`src/rtl/acs_map.svh`:
```
// Register offsets, field positions, reset values and timing counts
// of the conversion sequencer. Included by the sequencer file.
`ifndef ACS_MAP_SVH
`define ACS_MAP_SVH
// Register offsets on the 3-bit register port
`define ACS_OFF_SC 3'h0
`define ACS_OFF_RES_HI 3'h1
`define ACS_OFF_RES_LO 3'h2
`define ACS_OFF_CLKCFG 3'h3
// Status and control fields
`define ACS_SC_FLAG_BIT 7
`define ACS_SC_IEN_BIT 6
`define ACS_SC_CONT_BIT 5
`define ACS_CHAN_OFF 5'h1F
`define ACS_SC_RESET 8'h1F
`define ACS_CLKCFG_RESET 8'h00
// Timing in converter clocks and bus clocks
`define ACS_SYNC_BUS 6'h03
`define ACS_START_CK 6'h02
`define ACS_SMP_SHORT 6'h04
`define ACS_SMP_LONG 6'h18
`define ACS_CNV_8 6'h0C
`define ACS_CNV_10 6'h0F
// Async clock start-up allowance
`define ACS_STARTUP_NS 5000
`define ACS_CLK_PERIOD_NS 10
`define ACS_STARTUP_CYC ((`ACS_STARTUP_NS) / (`ACS_CLK_PERIOD_NS))
`endif

```
`src/rtl/acs_pkg.sv`:
```
// Types of the conversion sequencer.
// Assumes acs_map.svh supplies the numeric constants.
package acs_pkg;
    typedef struct packed {
        logic async_en;
        logic long_smp;
        logic mode10;
        logic [1:0] div;
        logic bus_sel;
    } acs_cfg_t;
    typedef struct packed {
        logic ien;
        logic cont;
        logic [4:0] chan;
    } acs_sc_t;
    typedef enum logic [2:0] {
        ACS_IDLE = 3'b000,
        ACS_SYNC = 3'b001,
        ACS_WAKE = 3'b010,
        ACS_START = 3'b011,
        ACS_SAMPLE = 3'b100,
        ACS_CONVERT = 3'b101,
        ACS_XFER = 3'b110
    } acs_state_t;
endpackage

```
`src/rtl/acs_sequencer.sv`:
```
// Conversion sequencer of a 10-bit successive approximation converter.
// Assumes an analog macro delivering an 11-bit approximation (one guard
// bit) and two free-running clock pins, all asynchronous to clk.
`timescale 1ns/100ps
`include "acs_map.svh"

module acs_sequencer
    import acs_pkg::*;
(
    input wire logic clk,
    input wire logic rst_n,
    input wire logic [2:0] reg_addr,
    input wire logic [7:0] reg_wdata,
    input wire logic reg_wr,
    input wire logic reg_rd,
    output logic [7:0] reg_rdata,
    input wire logic stop_req,
    input wire logic alt_clk_pin,
    input wire logic async_osc_pin,
    input wire logic [10:0] approx_in,
    output logic [4:0] channel_sel,
    output logic sample_en,
    output logic analog_power_en,
    output logic irq_req
);

    // ****************************************************************
    // Register file
    // ****************************************************************
    acs_sc_t sc_r;
    acs_cfg_t cfg_r;
    logic flag_r;
    logic irq_r;
    logic hi_pend_r;
    logic [1:0] res_hi_r;
    logic [7:0] res_lo_r;
    logic [7:0] rdata_r;
    acs_state_t state_r;
    logic [5:0] cnt_r;
    logic [8:0] wake_r;
    logic [10:0] smp_r;

    logic wr_sc;
    logic wr_clk;
    logic rd_hi;
    logic rd_lo;
    logic stop_abort;
    logic abort;
    logic xfer;
    logic blocked;
    logic ck_tick;

    // Register strobes
    assign wr_sc = reg_wr && (reg_addr == `ACS_OFF_SC);
    assign wr_clk = reg_wr && (reg_addr == `ACS_OFF_CLKCFG);
    assign rd_hi = reg_rd && (reg_addr == `ACS_OFF_RES_HI);
    assign rd_lo = reg_rd && (reg_addr == `ACS_OFF_RES_LO);
    assign stop_abort = stop_req && !cfg_r.async_en;
    assign abort = wr_sc || wr_clk || stop_abort;
    assign xfer = (state_r == ACS_XFER);
    assign blocked = cfg_r.mode10 && hi_pend_r;

    // Control registers written by software
    always_ff @(posedge clk) begin
        if (!rst_n) begin
            sc_r <= acs_sc_t'(7'(`ACS_SC_RESET));
            cfg_r <= acs_cfg_t'(6'(`ACS_CLKCFG_RESET));
        end else begin
            if (wr_sc) begin
                sc_r <= acs_sc_t'(reg_wdata[6:0]);
            end
            if (wr_clk) begin
                cfg_r <= acs_cfg_t'(reg_wdata[5:0]);
            end
        end
    end

    // Read data, one cycle after the strobe; unmapped reads zero
    always_ff @(posedge clk) begin
        if (!rst_n) begin
            rdata_r <= 8'h00;
        end else if (reg_rd) begin
            if (reg_addr == `ACS_OFF_SC) begin
                rdata_r <= {flag_r, sc_r};
            end else if (reg_addr == `ACS_OFF_RES_HI) begin
                rdata_r <= {6'h00, res_hi_r};
            end else if (reg_addr == `ACS_OFF_RES_LO) begin
                rdata_r <= res_lo_r;
            end else if (reg_addr == `ACS_OFF_CLKCFG) begin
                rdata_r <= {2'h0, cfg_r};
            end else begin
                rdata_r <= 8'h00;
            end
        end else begin
            rdata_r <= 8'h00;
        end
    end
    assign reg_rdata = rdata_r;

    // ****************************************************************
    // Pin synchronisers
    // ****************************************************************
    localparam int SW = 13;
    logic [SW-1:0] pin_vec;
    logic [SW-1:0] s1_r;
    logic [SW-1:0] s2_r;
    logic [SW-1:0] s3_r;
    logic [SW-1:0] filt_r;
    logic alt_prev_r;
    logic osc_prev_r;

    assign pin_vec = {alt_clk_pin, async_osc_pin, approx_in};

    // Three flops per pin; a change counts once stages two and three agree
    genvar gi;
    generate
        for (gi = 0; gi < SW; gi++) begin : g_sync
            always_ff @(posedge clk) begin
                if (!rst_n) begin
                    s1_r[gi] <= 1'b0;
                    s2_r[gi] <= 1'b0;
                    s3_r[gi] <= 1'b0;
                    filt_r[gi] <= 1'b0;
                end else begin
                    s1_r[gi] <= pin_vec[gi];
                    s2_r[gi] <= s1_r[gi];
                    s3_r[gi] <= s2_r[gi];
                    if (s2_r[gi] == s3_r[gi]) begin
                        filt_r[gi] <= s3_r[gi];
                    end
                end
            end
        end
    endgenerate

    // Edge history of the two clock pins
    always_ff @(posedge clk) begin
        if (!rst_n) begin
            alt_prev_r <= 1'b0;
            osc_prev_r <= 1'b0;
        end else begin
            alt_prev_r <= filt_r[12];
            osc_prev_r <= filt_r[11];
        end
    end

    // ****************************************************************
    // Converter clock select and divide
    // ****************************************************************
    logic src_tick;
    logic [2:0] div_r;
    logic [2:0] div_mask;

    // Mask of divider bits that must be all ones for one tick
    function automatic logic [2:0] div_mask_f(input logic [1:0] d);
        logic [2:0] m;
        m = 3'h0;
        if (d == 2'h1) begin
            m = 3'h1;
        end else if (d == 2'h2) begin
            m = 3'h3;
        end else if (d == 2'h3) begin
            m = 3'h7;
        end
        return m;
    endfunction

    always_comb begin
        if (cfg_r.async_en) begin
            src_tick = filt_r[11] && !osc_prev_r;
        end else if (cfg_r.bus_sel) begin
            src_tick = 1'b1;
        end else begin
            src_tick = filt_r[12] && !alt_prev_r;
        end
    end

    assign div_mask = div_mask_f(cfg_r.div);
    assign ck_tick = src_tick && ((div_r & div_mask) == div_mask);

    always_ff @(posedge clk) begin
        if (!rst_n || abort || state_r == ACS_IDLE) begin
            div_r <= 3'h0;
        end else if (src_tick) begin
            div_r <= div_r + 3'h1;
        end
    end

    // ****************************************************************
    // Sequencer
    // ****************************************************************
    logic [5:0] smp_len;
    logic [5:0] cnv_len;
    assign smp_len = cfg_r.long_smp ? `ACS_SMP_LONG : `ACS_SMP_SHORT;
    assign cnv_len = cfg_r.mode10 ? `ACS_CNV_10 : `ACS_CNV_8;

    // State and cycle counter
    always_ff @(posedge clk) begin
        if (!rst_n) begin
            state_r <= ACS_IDLE;
            cnt_r <= 6'h00;
            wake_r <= 9'h000;
        end else if (abort) begin
            cnt_r <= 6'h00;
            wake_r <= 9'h000;
            if (wr_sc && reg_wdata[4:0] != `ACS_CHAN_OFF && !stop_abort) begin
                state_r <= ACS_SYNC;
            end else begin
                state_r <= ACS_IDLE;
            end
        end else begin
            case (state_r)
                ACS_IDLE: begin
                    cnt_r <= 6'h00;
                end
                ACS_SYNC: begin
                    if (cnt_r == `ACS_SYNC_BUS - 6'h01) begin
                        cnt_r <= 6'h00;
                        state_r <= cfg_r.async_en ? ACS_WAKE : ACS_START;
                    end else begin
                        cnt_r <= cnt_r + 6'h01;
                    end
                end
                ACS_WAKE: begin
                    wake_r <= wake_r + 9'h001;
                    if (ck_tick || wake_r == 9'(`ACS_STARTUP_CYC - 1)) begin
                        wake_r <= 9'h000;
                        state_r <= ACS_START;
                    end
                end
                ACS_START: begin
                    if (ck_tick) begin
                        if (cnt_r == `ACS_START_CK - 6'h01) begin
                            cnt_r <= 6'h00;
                            state_r <= ACS_SAMPLE;
                        end else begin
                            cnt_r <= cnt_r + 6'h01;
                        end
                    end
                end
                ACS_SAMPLE: begin
                    if (ck_tick) begin
                        if (cnt_r == smp_len - 6'h01) begin
                            cnt_r <= 6'h00;
                            state_r <= ACS_CONVERT;
                        end else begin
                            cnt_r <= cnt_r + 6'h01;
                        end
                    end
                end
                ACS_CONVERT: begin
                    if (ck_tick) begin
                        if (cnt_r == cnv_len - 6'h01) begin
                            cnt_r <= 6'h00;
                            state_r <= ACS_XFER;
                        end else begin
                            cnt_r <= cnt_r + 6'h01;
                        end
                    end
                end
                ACS_XFER: begin
                    if (blocked) begin
                        state_r <= ACS_SYNC;
                    end else if (sc_r.cont) begin
                        state_r <= ACS_SAMPLE;
                    end else begin
                        state_r <= ACS_IDLE;
                    end
                end
                default: begin
                    state_r <= ACS_IDLE;
                end
            endcase
        end
    end

    // Approximation captured as the sample window closes
    always_ff @(posedge clk) begin
        if (!rst_n) begin
            smp_r <= 11'h000;
        end else if (state_r == ACS_SAMPLE && ck_tick &&
                     cnt_r == smp_len - 6'h01) begin
            smp_r <= filt_r[10:0];
        end
    end

    // ****************************************************************
    // Rounding and result transfer
    // ****************************************************************
    logic [11:0] sum10;
    logic [11:0] sum8;
    logic [9:0] code10;
    logic [7:0] code8;
    assign sum10 = {1'b0, smp_r} + 12'h001;
    assign sum8 = {1'b0, smp_r} + 12'h004;
    assign code10 = sum10[11] ? 10'h3FF : sum10[10:1];
    assign code8 = sum8[11] ? 8'hFF : sum8[10:3];

    always_ff @(posedge clk) begin
        if (!rst_n) begin
            res_hi_r <= 2'h0;
            res_lo_r <= 8'h00;
        end else if (xfer && !abort && !blocked) begin
            if (cfg_r.mode10) begin
                res_hi_r <= code10[9:8];
                res_lo_r <= code10[7:0];
            end else begin
                res_hi_r <= 2'h0;
                res_lo_r <= code8;
            end
        end
    end

    // in 10-bit mode a high read opens, a low read closes the pair
    always_ff @(posedge clk) begin
        if (!rst_n) begin
            hi_pend_r <= 1'b0;
        end else if (rd_lo) begin
            hi_pend_r <= 1'b0;
        end else if (rd_hi && cfg_r.mode10) begin
            hi_pend_r <= 1'b1;
        end
    end

    // flag set on transfer; set wins over a low-byte read clear, while an SC write aborts the transfer and clears
    always_ff @(posedge clk) begin
        if (!rst_n) begin
            flag_r <= 1'b0;
            irq_r <= 1'b0;
        end else if (xfer && !abort && !blocked) begin
            flag_r <= 1'b1;
            irq_r <= sc_r.ien;
        end else if (wr_sc || rd_lo) begin
            flag_r <= 1'b0;
            irq_r <= 1'b0;
        end
    end

    assign irq_req = irq_r;
    assign channel_sel = sc_r.chan;
    assign sample_en = (state_r == ACS_SAMPLE);
    // clocks and references off while inactive
    assign analog_power_en = (state_r != ACS_IDLE);
endmodule // acs_sequencer

```
`config.mk`:
```
export PLATFORM = sky130hd
export DESIGN_NAME = acs_sequencer
export DESIGN_NICKNAME = d
export VERILOG_FILES = /design/src/rtl/acs_pkg.sv /design/src/rtl/acs_sequencer.sv
export VERILOG_INCLUDE_DIRS = /design/src /design/src/rtl
export SDC_FILE = /design/constraint.sdc
export NUM_CORES = 1
export LEC_CHECK = 0
export BUFFER_PORTS_ARGS = -buffer_cell sky130_fd_sc_hd__buf_2
export CAP_MARGIN = 20
export CORE_AREA = 2 2 116 118
export DETAILED_ROUTE_END_ITERATION = 8
export DIE_AREA = 0 0 118 120
export SLEW_MARGIN = 10
export SYNTH_ARGS = -nofsm -noshare
export SYNTH_HDL_FRONTEND = slang
export SYNTH_SLANG_ARGS = --single-unit
export TNS_END_PERCENT = 10
```
`constraint.sdc`:
```
create_clock -name clk -period 3.27 [get_ports clk]
set_clock_uncertainty 0.15 [all_clocks]
set_input_delay 0.1635 -clock clk [delete_from_list [all_inputs] [get_ports clk]]
set_output_delay 0.1635 -clock clk [all_outputs]
set_load 0.02 [all_outputs]
```
==> results.sh <==
export IMPL_cellLeakagePower_uw=0.00240
export IMPL_slew_viol_final=0
export IMPL_pwr_share_seq_pct=44.0
export IMPL_post_route_period_util_pct=70.2
export IMPL_rsz0062_at_grt="false"
export IMPL_wirelength_mm=10.6
export IMPL_antennaDiodeCount=0
export IMPL_fp_row_count=42
export IMPL_syn_area_um2=5080
export IMPL_clkTransAtPathRegs_ns=0.05
export IMPL_drc=0
export IMPL_grt_pass1_wl_mm=17.8
export IMPL_cts_root_buf="clkbuf_16"
export IMPL_comb_power_share_pct=4.3
export IMPL_cts_tree="yes"
export IMPL_ioPinCount=45
export IMPL_relSlewSlack_pct=38.6
export IMPL_vias_per_cell=5.04
export IMPL_worstMarginPinSlew_ns=0.917
export IMPL_hold_violations=0
export IMPL_nFillCells=1225
export IMPL_min_delay_path_class="in -> reg"
export IMPL_final_nets=643
export IMPL_arrival_ns=2.49
export IMPL_cts_resized_gates=0
export IMPL_fin_total_pwr_uw=3420
export IMPL_synthArstFlopShare_pct=0
export IMPL_hold_ws_ns=0.0233
export IMPL_htree_levels=4
export IMPL_syn_area_per_cell_um2=9.17
export IMPL_wire_per_inst_um=13.3
export IMPL_clock_path_buffers=2
export IMPL_firstDrtPassIters=4
export IMPL_clk_latency_ns=0.41
export IMPL_finalCriticalPeriod_ns=2.30
export IMPL_drv_cap=0
export IMPL_cp_slowest_cell="o41a_1"
export IMPL_synth_area_leaders="dfxtp_1 (47%), mux2i_1 (7.3%), and2_1 (5.3%), nor2_1 (3.8%), nand2_1 (3.6%)"
export IMPL_max_vdd_ir_drop_v=0.000315
export IMPL_p_int_uw=2700
export IMPL_antenna_found_initial=0
export IMPL_synth_warnings=0
export IMPL_overflow=0
export IMPL_startpoint_type="flop"
export IMPL_synth_common_cells="dfxtp_1 (120), nor2_1 (52), nand2_1 (49), and2_1 (43), mux2i_1 (37)"
export IMPL_final_setup_viol_count=0
export IMPL_io_buffers=43
export IMPL_vias=4002
export IMPL_p_sw_share_pct=20.9
export IMPL_yosysUniqueCellTypes=60
export IMPL_start_util_pct=39.1
export IMPL_p_clk_share_pct=51.6
export IMPL_die_x_um=118
export IMPL_syn_num_nets=590
export IMPL_crit_family="compound AO/OA/AOI/OAI gates"
export IMPL_fmax_ghz=0.436
export IMPL_drt_iter0_drc=250
export IMPL_grt_pass1_vias=3706
export IMPL_gp_congestion=0.870
export IMPL_crit_chain="nor2_1, a22o_1, o41a_1, or4_1, a21oi_1"
export IMPL_post_place_cells=744
export IMPL_die_height_um=120
export IMPL_area_delta_synth_final_pct=21.3
export IMPL_synth_seq_area_share_pct=47.3
export IMPL_crit_required_ns=3.46
export IMPL_critical_path_max_stage_delay_ns=0.59
export IMPL_coreArea_um2=13000
export IMPL_worstSetupPathType="reg -> reg"
export IMPL_cellPowerDensity_nw_per_um2=554
export IMPL_fin_tns_setup_ns=0
export IMPL_yosys_most_used_dff="dfxtp_1"
export IMPL_syn_inst=554
export IMPL_drive_above_1_share_pct=14.7
export IMPL_run_status="complete, no violations"
export IMPL_fin_cells=794
export IMPL_synth_top_cell_area_share_pct=47.3
export IMPL_switchingPower_uw=715
export IMPL_yosysTopAreaCell="dfxtp_1"
export IMPL_post_synth_top_count_cell="dfxtp_1"
export IMPL_ant_nets=0
export IMPL_cts_sinks=120
export IMPL_die_area_um2=14200
export IMPL_place_hpwl_mm=7.22
export IMPL_path_buf_inv=0
export IMPL_synth_edf_count=0
export IMPL_critPathMaxFanout=13
export IMPL_grt_usage_pct=15.7
export IMPL_grt_max_degree=39
export IMPL_crit_path_end_kind="flop"
export IMPL_numCtsBuffers=17
export IMPL_synth_seq_cells=120
-- cells by family after synthesis --
logic type | synth area share (%)
xor gates and xnor gates | 3.96
buffers and inverters | 4.24
and+or+nand+nor | 21.4
DFF | 47.3
AOI/OAI and AO/OA | 13.2
adders and majority gates | 1.72
muxes | 8.18
-- per-layer routing --
layer | GRT usage [%] | up-vias | share of wire (%)
li1 | - | 2028 | -
met1 | 19.6 | 1869 | 48
met2 | 24.4 | 89 | 46
met3 | 5.04 | 16 | 4.2
met4 | 7.98 | 0 | 1.6
met5 | 0 | - | 0
-- power groups by stage --
stage / Sequential, µW / Combinational [µW] / Clock [µW]
after floorplan: 1530 / 88.0 / 0
after global placement: 1540 / 128 / 0
after detailed placement: 1540 / 130 / 0
after CTS: 1500 / 149 / 1800
after global routing: 1510 / 164 / 1870
final: 1510 / 148 / 1760
-- metrics by stage --
step	area, µm²	utilization (%)	setup slack, ns
after CTS	6170	47.5	0.961
final	6170	47.5	0.975
after global placement	5400	41.6	1.00
after global routing	6170	47.5	0.845
after floorplan	5080	-	0.867
after detailed placement	5400	41.6	0.966
-- repair_timing --
action,CTS,global route
hold buffers,20,0
hold endpoints to repair,26,0
setup buffers,0,0
-- sequential cells by signal, indices dropped and copies added (netlist names), 8 cells and up --
signal,cells
smp_r,11
s1_r,13
wake_r,9
reg_rdata,8
s3_r,13
s2_r,13
filt_r,13
res_lo_r,8
-- worst paths after layout --
path | endpoint | slack, ns | cells after the start | from
setup / recovery | cnt_r[4] | 0.97 | 5 | cfg_r[5]
hold / removal | hi_pend_r | 0.02 | 3 | reg_addr[0]
setup reg to reg | cnt_r[4] | 0.97 | 5 | cfg_r[5]
hold reg to reg | s2_r[1] | 0.28 | 1 | s1_r[1]
-- cell usage in the layout (no fill, tap or decap), types with 4 or more instances in the layout --
cell type      Yosys  final
o31ai_1            5      5
and2_1            43     43
mux2i_1           37     37
or3_1              4      4
nor2_1            52     52
nand3_1           11     11
nand2_1           49     49
and3_1             5      5
buf_2              1     43
nor3_1            10     10
o21ai_0           20     20
dfxtp_1          120    120
a31oi_1            5      5
clkinv_2           0      5
o21ai_1            5      5
ha_1               7      7
buf_4              6      6
nand2b_1           9      9
xnor2_1            7      7
dlygate4sd3_1      0     20
o22ai_1           13     13
inv_1             12     12
xor2_1            16     16
clkbuf_16          0     17
a21oi_1           31     31
nand4_1            6      6
-- worst register-to-register path, cell delays in order (launching register included) --
cell and delay [ns]:
dfxtp_1 0.46, nor2_1 0.11, a22o_1 0.27, o41a_1 0.59, or4_1 0.53, a21oi_1 0.14
-- area by class of cell --
cell class,count,area (µm²),share of cell area (%)
multi-input combinational,387,2480,40.2
sequential,120,2400,39.0
clock buffer,21,460,7.47
timing repair buffer,69,460,7.47
tap,176,220,3.57
clock inverter,9,101,1.64
inverter,12,45.0,0.731
Power figures use the tool's default switching activity.
